<file path="src/inc/fwa_pkg.sv">
// Purpose: shared constants and carriers for the fronthaul window alignment block
// Assumes: all delays are signed counts of one common time unit, referenced to Ra
// Notes:   the time unit is set by the integrator; 1 ns is the natural choice
package fwa_pkg;
   localparam int DW       = 24;          // Signed delay width
   localparam int NSET     = 4;           // Selectable window sets
   localparam int SW       = 2;           // Set index width
   localparam int PRACH_SW = 4;           // PRACH symbol index width
   localparam logic [PRACH_SW-1:0] PRACH_SYM_MAX = 4'hD; // Last symbol index served

   // Reporting tolerance of the radio delays, ns
   localparam int RU_TOL_NS     = 200;
   localparam int CLK_PERIOD_NS = 50;
   // Evaluation pipeline latency in cycles, start to done
   localparam int EVAL_CYCLES   = 3;

   // Radio unit delay profile, domain worst case
   typedef struct packed {
      logic signed [DW-1:0] t2a_min_up;
      logic signed [DW-1:0] t2a_max_up;
      logic signed [DW-1:0] t2a_min_cp_dl;
      logic signed [DW-1:0] t2a_max_cp_dl;
      logic signed [DW-1:0] t2a_min_cp_ul;
      logic signed [DW-1:0] t2a_max_cp_ul;
      logic signed [DW-1:0] ta3_min;
      logic signed [DW-1:0] ta3_max;
      logic signed [DW-1:0] tcp_adv_dl;
   } fwa_ru_prof_t;

   // Transport characteristics
   typedef struct packed {
      logic                 measured;     // 1: measured method, 0: defined method
      logic signed [DW-1:0] t12_min;
      logic signed [DW-1:0] t12_max;      // Defined method only
      logic signed [DW-1:0] t34_min;
      logic signed [DW-1:0] t34_max;      // Defined method only
      logic signed [DW-1:0] pdv_max;      // Contracted variation, measured method
   } fwa_tn_prof_t;

   // One candidate set of distributed unit windows
   typedef struct packed {
      logic signed [DW-1:0] t1a_max_up;
      logic signed [DW-1:0] t1a_min_up;
      logic signed [DW-1:0] t1a_max_cp_dl;
      logic signed [DW-1:0] t1a_min_cp_dl;
      logic signed [DW-1:0] t1a_max_cp_ul;
      logic signed [DW-1:0] t1a_min_cp_ul;
      logic signed [DW-1:0] ta4_min;
      logic signed [DW-1:0] ta4_max;
   } fwa_win_t;

   // Design capability limits of the distributed unit
   typedef struct packed {
      logic signed [DW-1:0] txmax_up;
      logic signed [DW-1:0] txmax_cp;
      logic signed [DW-1:0] t1a_max_up_cap;
      logic signed [DW-1:0] rxmax;
      logic signed [DW-1:0] ta4_max_cap;
   } fwa_cap_t;

   // PRACH reference point request
   typedef struct packed {
      logic signed [DW-1:0] time_offset;
      logic signed [DW-1:0] cp_length;
      logic signed [DW-1:0] fft_offset;
      logic signed [DW-1:0] sym_dur;
      logic [PRACH_SW-1:0]  sym_idx;
   } fwa_prach_req_t;
endpackage

</file>
<file path="src/fwa_align.sv">
// Purpose: window alignment check and PRACH reference point for the distributed unit
// Assumes: inputs synchronous to core_clk_i; profiles stable while evaluating
// Notes:   walks the window sets in order, keeps the first that fits, flags when none fits
module fwa_align #(
   parameter int N = fwa_pkg::NSET
) (
   input  wire logic                        core_clk_i,
   input  wire logic                        reset_i,
   input  wire fwa_pkg::fwa_ru_prof_t       ru_i,
   input  wire fwa_pkg::fwa_tn_prof_t       tn_i,
   input  wire fwa_pkg::fwa_cap_t           cap_i,
   input  wire logic                        set_wr_i,
   input  wire logic [fwa_pkg::SW-1:0]      set_idx_i,
   input  wire fwa_pkg::fwa_win_t           set_data_i,
   input  wire logic                        eval_start_i,
   input  wire logic signed [fwa_pkg::DW-1:0] now_adv_i,
   input  wire logic                        prach_req_i,
   input  wire fwa_pkg::fwa_prach_req_t     prach_i,
   output logic                             busy_o,
   output logic                             done_o,
   output logic                             fit_o,
   output logic                             notify_o,
   output logic [fwa_pkg::SW-1:0]           sel_o,
   output fwa_pkg::fwa_win_t                win_o,
   output logic                             tx_up_ok_o,
   output logic                             tx_cp_dl_ok_o,
   output logic                             tx_cp_ul_ok_o,
   output logic                             rx_up_ok_o,
   output logic                             cp_lead_ok_o,
   output logic                             prach_vld_o,
   output logic signed [fwa_pkg::DW-1:0]    prach_ref_o
);
   localparam int DW = fwa_pkg::DW;

   // Search index is SW bits wide, so more sets could never be walked
   if (N < 1 || N > (1 << fwa_pkg::SW)) begin
      $error("fwa_align: bad N");
   end

   typedef enum {ST_IDLE, ST_READ, ST_CHECK, ST_DONE} fwa_st_t;

   typedef struct packed {
      fwa_st_t                 st;
      logic [fwa_pkg::SW-1:0]  idx;
      logic                    busy;
      logic                    done;
      logic                    fit;
      logic                    notify;
      logic [fwa_pkg::SW-1:0]  sel;
      fwa_pkg::fwa_win_t       win;
      logic                    tx_up_ok;
      logic                    tx_cp_dl_ok;
      logic                    tx_cp_ul_ok;
      logic                    rx_up_ok;
      logic                    cp_lead_ok;
      logic                    prach_vld;
      logic signed [DW-1:0]    prach_ref;
   } fwa_state_t;

   fwa_state_t        s;
   fwa_state_t        next_s;
   fwa_pkg::fwa_win_t cand;

   fwa_set_rom #(.N(N)) u_rom (
      .core_clk_i (core_clk_i),
      .reset_i    (reset_i),
      .wr_en_i    (set_wr_i),
      .wr_idx_i   (set_idx_i),
      .wr_data_i  (set_data_i),
      .rd_idx_i   (next_s.idx),
      .rd_data_o  (cand)
   );

   // Inclusive range test, shared by all window gates
   function automatic logic in_win(input logic signed [DW-1:0] v,
                                   input logic signed [DW-1:0] lo,
                                   input logic signed [DW-1:0] hi);
      in_win = (v >= lo) && (v <= hi);
   endfunction

   // Transport bounds per method; widened sums avoid wrap
   logic signed [DW:0] t12_max;
   logic signed [DW:0] t34_max;
   always_comb begin
      if (tn_i.measured) begin
         t12_max = (DW+1)'(tn_i.t12_min) + (DW+1)'(tn_i.pdv_max);
         t34_max = (DW+1)'(tn_i.t34_min) + (DW+1)'(tn_i.pdv_max);
      end else begin
         t12_max = (DW+1)'(tn_i.t12_max);
         t34_max = (DW+1)'(tn_i.t34_max);
      end
   end

   // Every inequality on one candidate set, one comparator each
   logic signed [DW+1:0] w;
   logic [13:0] ok;
   always_comb begin
      w     = '0;
      ok[0] = (DW+2)'(cand.t1a_max_up) <= (DW+2)'(ru_i.t2a_max_up) + (DW+2)'(tn_i.t12_min);
      ok[1] = (DW+2)'(cand.t1a_min_up) >= (DW+2)'(ru_i.t2a_min_up) + (DW+2)'(t12_max);
      ok[2] = (DW+2)'(cand.t1a_max_cp_dl)
              <= (DW+2)'(ru_i.t2a_max_cp_dl) + (DW+2)'(tn_i.t12_min);
      ok[3] = (DW+2)'(cand.t1a_min_cp_dl)
              >= (DW+2)'(ru_i.t2a_min_cp_dl) + (DW+2)'(t12_max);
      ok[4] = (DW+2)'(cand.ta4_min) <= (DW+2)'(ru_i.ta3_min) + (DW+2)'(tn_i.t34_min);
      ok[5] = (DW+2)'(cand.ta4_max) >= (DW+2)'(ru_i.ta3_max) + (DW+2)'(t34_max);
      ok[6] = (DW+2)'(cand.t1a_min_cp_ul)
              >= (DW+2)'(ru_i.t2a_min_cp_ul) + (DW+2)'(t12_max);
      ok[7] = (DW+2)'(cand.t1a_max_cp_ul)
              <= (DW+2)'(ru_i.t2a_max_cp_ul) + (DW+2)'(tn_i.t12_min);
      w     = (DW+2)'(cand.t1a_max_up) - (DW+2)'(cand.t1a_min_up);
      ok[8] = w >= (DW+2)'(cap_i.txmax_up);
      ok[9] = cand.t1a_max_up <= cap_i.t1a_max_up_cap;
      ok[10] = (DW+2)'(cand.ta4_max) - (DW+2)'(cand.ta4_min) <= (DW+2)'(cap_i.rxmax);
      ok[11] = cand.ta4_max <= cap_i.ta4_max_cap;
      ok[12] = (DW+2)'(cand.t1a_max_cp_dl) - (DW+2)'(cand.t1a_min_cp_dl)
               >= (DW+2)'(cap_i.txmax_cp);
      ok[13] = cand.ta4_min <= cand.ta4_max;
   end

   // Search, gate and PRACH next-state logic in one place
   always_comb begin
      next_s      = s;
      next_s.done = 1'b0;
      case (s.st)
         ST_IDLE: begin
            if (eval_start_i) begin
               next_s.st     = ST_READ;
               next_s.idx    = '0;
               next_s.busy   = 1'b1;
            end
         end
         ST_READ: next_s.st = ST_CHECK;
         ST_CHECK: begin
            if (&ok) begin
               next_s.st     = ST_DONE;
               next_s.fit    = 1'b1;
               next_s.notify = 1'b0;
               next_s.sel    = s.idx;
               next_s.win    = cand;
            end else if (32'(s.idx) == N - 1) begin
               next_s.st     = ST_DONE;
               next_s.fit    = 1'b0;
               next_s.notify = 1'b1;
            end else begin
               next_s.st  = ST_READ;
               next_s.idx = s.idx + 1'b1;
            end
         end
         ST_DONE: begin
            next_s.st   = ST_IDLE;
            next_s.busy = 1'b0;
            next_s.done = 1'b1;
         end
         default: next_s.st = ST_IDLE;
      endcase
      // Gates stay closed until a set is held; old set kept while re-searching
      next_s.tx_up_ok    = s.fit && in_win(now_adv_i, s.win.t1a_min_up, s.win.t1a_max_up);
      next_s.tx_cp_dl_ok = s.fit
                           && in_win(now_adv_i, s.win.t1a_min_cp_dl, s.win.t1a_max_cp_dl);
      next_s.tx_cp_ul_ok = s.fit
                           && in_win(now_adv_i, s.win.t1a_min_cp_ul, s.win.t1a_max_cp_ul);
      // Uplink latency measured as a delay after Ra, same signed axis
      next_s.rx_up_ok    = s.fit && in_win(now_adv_i, s.win.ta4_min, s.win.ta4_max);
      // C-Plane advance must beat latest U-Plane arrival by Tcp_adv_dl
      next_s.cp_lead_ok  = s.fit && ((DW+2)'(s.win.t1a_min_cp_dl)
                           >= (DW+2)'(s.win.t1a_min_up) + (DW+2)'(ru_i.tcp_adv_dl));
      // PRACH reference, one cycle after the request
      next_s.prach_vld = prach_req_i && (prach_i.sym_idx <= fwa_pkg::PRACH_SYM_MAX);
      if (prach_req_i) begin
         next_s.prach_ref = prach_i.time_offset + prach_i.cp_length - prach_i.fft_offset
                            + prach_i.sym_dur * $signed(DW'(prach_i.sym_idx));
      end
   end

   // Single state register
   always_ff @(posedge core_clk_i) begin
      if (reset_i) begin
         s    <= '0;
         s.st <= ST_IDLE;
      end else begin
         s <= next_s;
      end
   end

   assign busy_o        = s.busy;
   assign done_o        = s.done;
   assign fit_o         = s.fit;
   assign notify_o      = s.notify;
   assign sel_o         = s.sel;
   assign win_o         = s.win;
   assign tx_up_ok_o    = s.tx_up_ok;
   assign tx_cp_dl_ok_o = s.tx_cp_dl_ok;
   assign tx_cp_ul_ok_o = s.tx_cp_ul_ok;
   assign rx_up_ok_o    = s.rx_up_ok;
   assign cp_lead_ok_o  = s.cp_lead_ok;
   assign prach_vld_o   = s.prach_vld;
   assign prach_ref_o   = s.prach_ref;

   // Set taken as fit_o rises honours the downlink U bounds
   dl_up_fit_a: assert property (@(posedge core_clk_i) disable iff (reset_i)
      $rose(fit_o) |-> $past(ok[0]) && $past(ok[1]) && $past(ok[8]))
      else $error("DL U window accepted while violating bounds");
   ul_rx_fit_a: assert property (@(posedge core_clk_i) disable iff (reset_i)
      (s.st == ST_CHECK && &ok) |=> (fit_o && win_o.ta4_max == $past(cand.ta4_max)))
      else $error("UL receive window not taken from fitting set");
   no_fit_note_a: assert property (@(posedge core_clk_i) disable iff (reset_i)
      (s.st == ST_CHECK && !(&ok) && 32'(s.idx) == N - 1) |=> notify_o ##1 done_o)
      else $error("No notification after last set failed");
   notify_excl_a: assert property (@(posedge core_clk_i) disable iff (reset_i)
      !(notify_o && fit_o))
      else $error("Fit and notify both set");
   tx_gate_a: assert property (@(posedge core_clk_i) disable iff (reset_i)
      tx_up_ok_o |-> $past(now_adv_i) <= win_o.t1a_max_up || $past(s.win) != win_o)
      else $error("DL U send allowed above window");
   cp_gate_a: assert property (@(posedge core_clk_i) disable iff (reset_i)
      !$past(fit_o) |-> !tx_cp_dl_ok_o && !tx_cp_ul_ok_o)
      else $error("C-Plane send allowed without a window");
   prach_step_a: assert property (@(posedge core_clk_i) disable iff (reset_i)
      (prach_req_i && prach_i.sym_idx == '0) |=> prach_ref_o
      == $past(prach_i.time_offset) + $past(prach_i.cp_length) - $past(prach_i.fft_offset))
      else $error("PRACH reference for first symbol wrong");
   eval_time_a: assert property (@(posedge core_clk_i) disable iff (reset_i)
      (s.st == ST_IDLE && eval_start_i) |-> ##[3:12] done_o)
      else $error("Evaluation did not finish in time");
endmodule

</file>
<file path="src/fwa_set_rom.sv">
// Purpose: small table of selectable distributed unit window sets
// Assumes: sets are loaded by the wr port between evaluations, never during one
// Notes:   read data come out of a register, one cycle after the address
module fwa_set_rom #(
   parameter int N = fwa_pkg::NSET
) (
   input  wire logic                    core_clk_i,
   input  wire logic                    reset_i,
   input  wire logic                    wr_en_i,
   input  wire logic [fwa_pkg::SW-1:0]  wr_idx_i,
   input  wire fwa_pkg::fwa_win_t       wr_data_i,
   input  wire logic [fwa_pkg::SW-1:0]  rd_idx_i,
   output fwa_pkg::fwa_win_t            rd_data_o
);
   fwa_pkg::fwa_win_t mem [N];

   // Index is SW bits wide, so more sets could never be addressed
   if (N < 1 || N > (1 << fwa_pkg::SW)) begin
      $error("fwa_set_rom: bad N");
   end

   // Storage and registered read
   always_ff @(posedge core_clk_i) begin
      if (reset_i) begin
         rd_data_o <= '0;
      end else begin
         if (wr_en_i) mem[wr_idx_i] <= wr_data_i;
         rd_data_o <= mem[rd_idx_i];
      end
   end
endmodule

</file>
<file path="config.mk">
export PLATFORM = sky130hd
export DESIGN_NAME = fwa_align
export DESIGN_NICKNAME = d
export VERILOG_FILES = /design/src/inc/fwa_pkg.sv /design/src/fwa_align.sv /design/src/fwa_set_rom.sv
export SDC_FILE = /design/constraint.sdc
export NUM_CORES = 2
export LEC_CHECK = 0
export ABC_AREA = 1
export BUFFER_PORTS_ARGS = -buffer_cell sky130_fd_sc_hd__buf_2
export CAP_MARGIN = 20
export CELL_PAD_IN_SITES_DETAIL_PLACEMENT = 2
export CELL_PAD_IN_SITES_GLOBAL_PLACEMENT = 2
export CORE_MARGIN = 2
export CORE_UTILIZATION = 39
export DETAILED_ROUTE_END_ITERATION = 10
export PLACE_DENSITY_LB_ADDON = 0.1
export SYNTH_ARGS = -nofsm -noshare
export SYNTH_HDL_FRONTEND = slang
export SYNTH_HIERARCHICAL = 1
export SYNTH_SLANG_ARGS = --single-unit
export TNS_END_PERCENT = 20
</file>
<file path="constraint.sdc">
create_clock -name core_clk_i -period 41.1 [get_ports core_clk_i]
set_clock_uncertainty 0.2 [all_clocks]
set_input_delay 8.22 -clock core_clk_i [delete_from_list [all_inputs] [get_ports core_clk_i]]
set_output_delay 8.22 -clock core_clk_i [all_outputs]
set_load 0.1 [all_outputs]
</file>
==> results.sh <==
export IMPL_ys_seq_elements=1192
export IMPL_maxSlewHeadroom_pct=23.6
export IMPL_internal_power_mw=2.57
export IMPL_crit_path_max_incr_delay_ns=0.90
export IMPL_max_freq_ghz=0.0550
export IMPL_routed_via_density=5.52
export IMPL_swShare_pct=38.5
export IMPL_crit_type="in2reg"
export IMPL_reg2reg_slack_ns=31.98
export IMPL_drv_slew=0
export IMPL_synth_edf_count=768
export IMPL_drive_gt1_share_pct=12.8
export IMPL_num_vias=73176
export IMPL_htree_num_levels=4
export IMPL_rows=166
export IMPL_pwr_share_clk_pct=32.1
export IMPL_arrival_ns=18.65
export IMPL_critical_path_endpoint_type="register"
export IMPL_grt_max_degree=142
export IMPL_power_density_mw_per_mm2=45.6
export IMPL_final_common_cell="nand2_1"
export IMPL_outcome="finished, final reports clean"
export IMPL_grt_usage_pct=37.4
export IMPL_fin_crit_sh_pct=44.2
export IMPL_synth_main_ff_cell="edfxtp_1"
export IMPL_die_w_um=459
export IMPL_fin_area_mm2=0.0916
export IMPL_dr_first_iter_drc_count=5260
export IMPL_async_flop_share_pct=0
export IMPL_routedWlPerCell_um=30.5
export IMPL_synth_distinct_cells=56
export IMPL_seqPwrFrac_pct=33.6
export IMPL_post_route_min_period_ns=18.18
export IMPL_rsz0062_at_grt="false"
export IMPL_yosysWarnings=6
export IMPL_synth_area_leader_cell="edfxtp_1"
export IMPL_cts_buffers=142
export IMPL_holdBufCountCts=0
export IMPL_first_pass_iters=6
export IMPL_cts_buffer_depth=3
export IMPL_postSynthCellCount=9623
export IMPL_root_buffer="clkbuf_16"
export IMPL_routed_wl_um=404000
export IMPL_synthesis_nets=11469
export IMPL_crit_fanout=136
export IMPL_grt_pass1_vias=78868
export IMPL_leakage_nw=44.7
export IMPL_tns_ns=0
export IMPL_yosysTopAreaCellShare_pct=28.6
export IMPL_synth_seq_area_share_pct=39.2
export IMPL_cts_sinks=1192
export IMPL_crit_required_ns=41.56
export IMPL_antenna_found_initial=161
export IMPL_die_area_mm2=0.210
export IMPL_drv_cap=0
export IMPL_min_path_type="reg2reg"
export IMPL_place_port_buffers=1007
export IMPL_fin_nets=12212
export IMPL_place_congestion=0.985
export IMPL_switching_power_mw=1.61
export IMPL_layout_common_cells="1883 x nand2_1, 1876 x inv_1, 1006 x buf_2"
export IMPL_p_comb_share_pct=34.3
export IMPL_dp_hpwl_um=311000
export IMPL_cts_tree="done"
export IMPL_cts_resized=0
export IMPL_path_clk_slew_ns=0.06
export IMPL_initial_core_util_pct=39.3
export IMPL_die_height_um=459
export IMPL_grt_pass1_wl_um=563000
export IMPL_area_delta_synth_final_pct=13.7
export IMPL_avgSynthCellArea_um2=8.37
export IMPL_postCtsSetupBuffers=0
export IMPL_syn_area_mm2=0.0806
export IMPL_placed_cell_area_mm2=0.0865
export IMPL_clk_latency_ns=0.84
export IMPL_fillers=22935
export IMPL_hold_viol=0
export IMPL_worst_pin_slew_ns=1.15
export IMPL_finalSetupViolations=0
export IMPL_vdd_ir_drop_max_mv=0.0429
export IMPL_drc=0
export IMPL_grt_ovfl_total=0
export IMPL_synth_area_leaders="edfxtp_1 29%, ha_1 15%, dfxtp_1 11%, nand2_1 8.8%, inv_1 8.7%"
export IMPL_ant_nets=0
export IMPL_whs_ns=0.278
export IMPL_coreArea_mm2=0.205
export IMPL_crit_path_start_kind="input pin"
export IMPL_ioPinCount=1008
export IMPL_cp_slowest_cell="inv_8"
synthesized netlist by cell type (45+ instances only):
| cell | number |
|---|---|
| fa_1 | 121 |
| nor3_1 | 59 |
| nand3_1 | 600 |
| buf_2 | 109 |
| ha_1 | 945 |
| xor2_1 | 169 |
| a31oi_1 | 45 |
| a21oi_1 | 953 |
| buf_6 | 56 |
| nor2_1 | 332 |
| edfxtp_1 | 768 |
| o21ai_0 | 383 |
| inv_1 | 1877 |
| buf_4 | 219 |
| dfxtp_1 | 424 |
| nand4_1 | 80 |
| xnor2_1 | 160 |
| nand2_1 | 1885 |
| clkbuf_1 | 70 |
state kept, by name (all words and copies together) (netlist names):
name             cells
busy_o               1
rx_up_ok_o           1
tx_cp_dl_ok_o        1
prach_ref_o         24
fit_o                1
s                    4
done_o               1
prach_vld_o          1
u_rom/rd_data_o    192
notify_o             1
tx_up_ok_o           1
win_o              192
cp_lead_ok_o         1
sel_o                2
tx_cp_ul_ok_o        1
u_rom/mem          768
area by class of cell:
cell class / instances / area, um2 / share of cell area, %
Clock buffer: 191 / 3960 / 4.32
Multi-Input combinational cell: 6094 / 39000 / 42.6
Timing Repair Buffer: 1055 / 5500 / 6.00
Tap cell: 2688 / 3360 / 3.67
Inverter: 1881 / 7080 / 7.73
Antenna cell: 78 / 195 / 0.213
Clock inverter: 73 / 977 / 1.07
Sequential cell: 1192 / 31600 / 34.4
cells by family (layout without fill, tap and decap cells):
group	Yosys count	after routing	synth area share [%]
simple gates	3040	3040	15.8
buf+inv	2337	3200	12.6
compound gates	1659	1659	11.2
flops	1192	1192	39.2
fa+ha+maj	1066	1066	17.7
xor+xnor	329	329	3.58
other cells	0	78	0
through the flow:
stage | total power [mW] | setup slack (ns) | util (%) | instances
floorplan | 2.32 | 18.49 | - | 9623
global placement | 2.77 | 22.70 | 42.2 | 12910
detailed placement | 2.84 | 22.15 | 42.2 | 12910
CTS | 4.19 | 22.98 | 44.6 | 13174
global route | 4.38 | 22.29 | 44.7 | 13225
finish | 4.18 | 22.92 | 44.7 | 13252
per-layer routing:
layer  vias to the layer above  GRT usage, %  wire [um]
met1                     37025          44.0     158000
met2                      2363          62.0     190000
met3                       820          7.25      25200
li1                      32904             -          -
met4                        64          25.0      30100
met5                         -             0        421
critical path: cells and delay by family:
| family | cells | cell delay [ns] |
|---|---|---|
| AND/OR/NAND/NOR | 16 | 2.63 |
| buffers and inverters | 5 | 2.94 |
| adder cells (fa/ha/maj) | 4 | 1.32 |
| AO/OA/AOI/OAI | 12 | 2.99 |
| XOR/XNOR | 2 | 0.34 |
power groups by stage:
stage | sequential, mW | combinational [mW] | clock [mW]
2_1_floorplan | 1.38 | 0.935 | 0
3_3_place_gp | 1.42 | 1.35 | 0
3_5_place_dp | 1.43 | 1.41 | 0
4_1_cts | 1.40 | 1.43 | 1.36
5_1_grt | 1.40 | 1.58 | 1.40
6_report | 1.40 | 1.43 | 1.34
worst paths after layout:
kind                                     startpoint             endpoint  cells past startpoint
worst max-delay path                       tn_i[96]  u_rom/rd_data_o[79]                     39
worst min-delay path                     win_o[174]           win_o[174]                      2
worst max register to register  u_rom/rd_data_o[24]  u_rom/rd_data_o[79]                     34
worst min register to register           win_o[174]           win_o[174]                      2
Note: power is estimated with default switching activity, not from simulation.
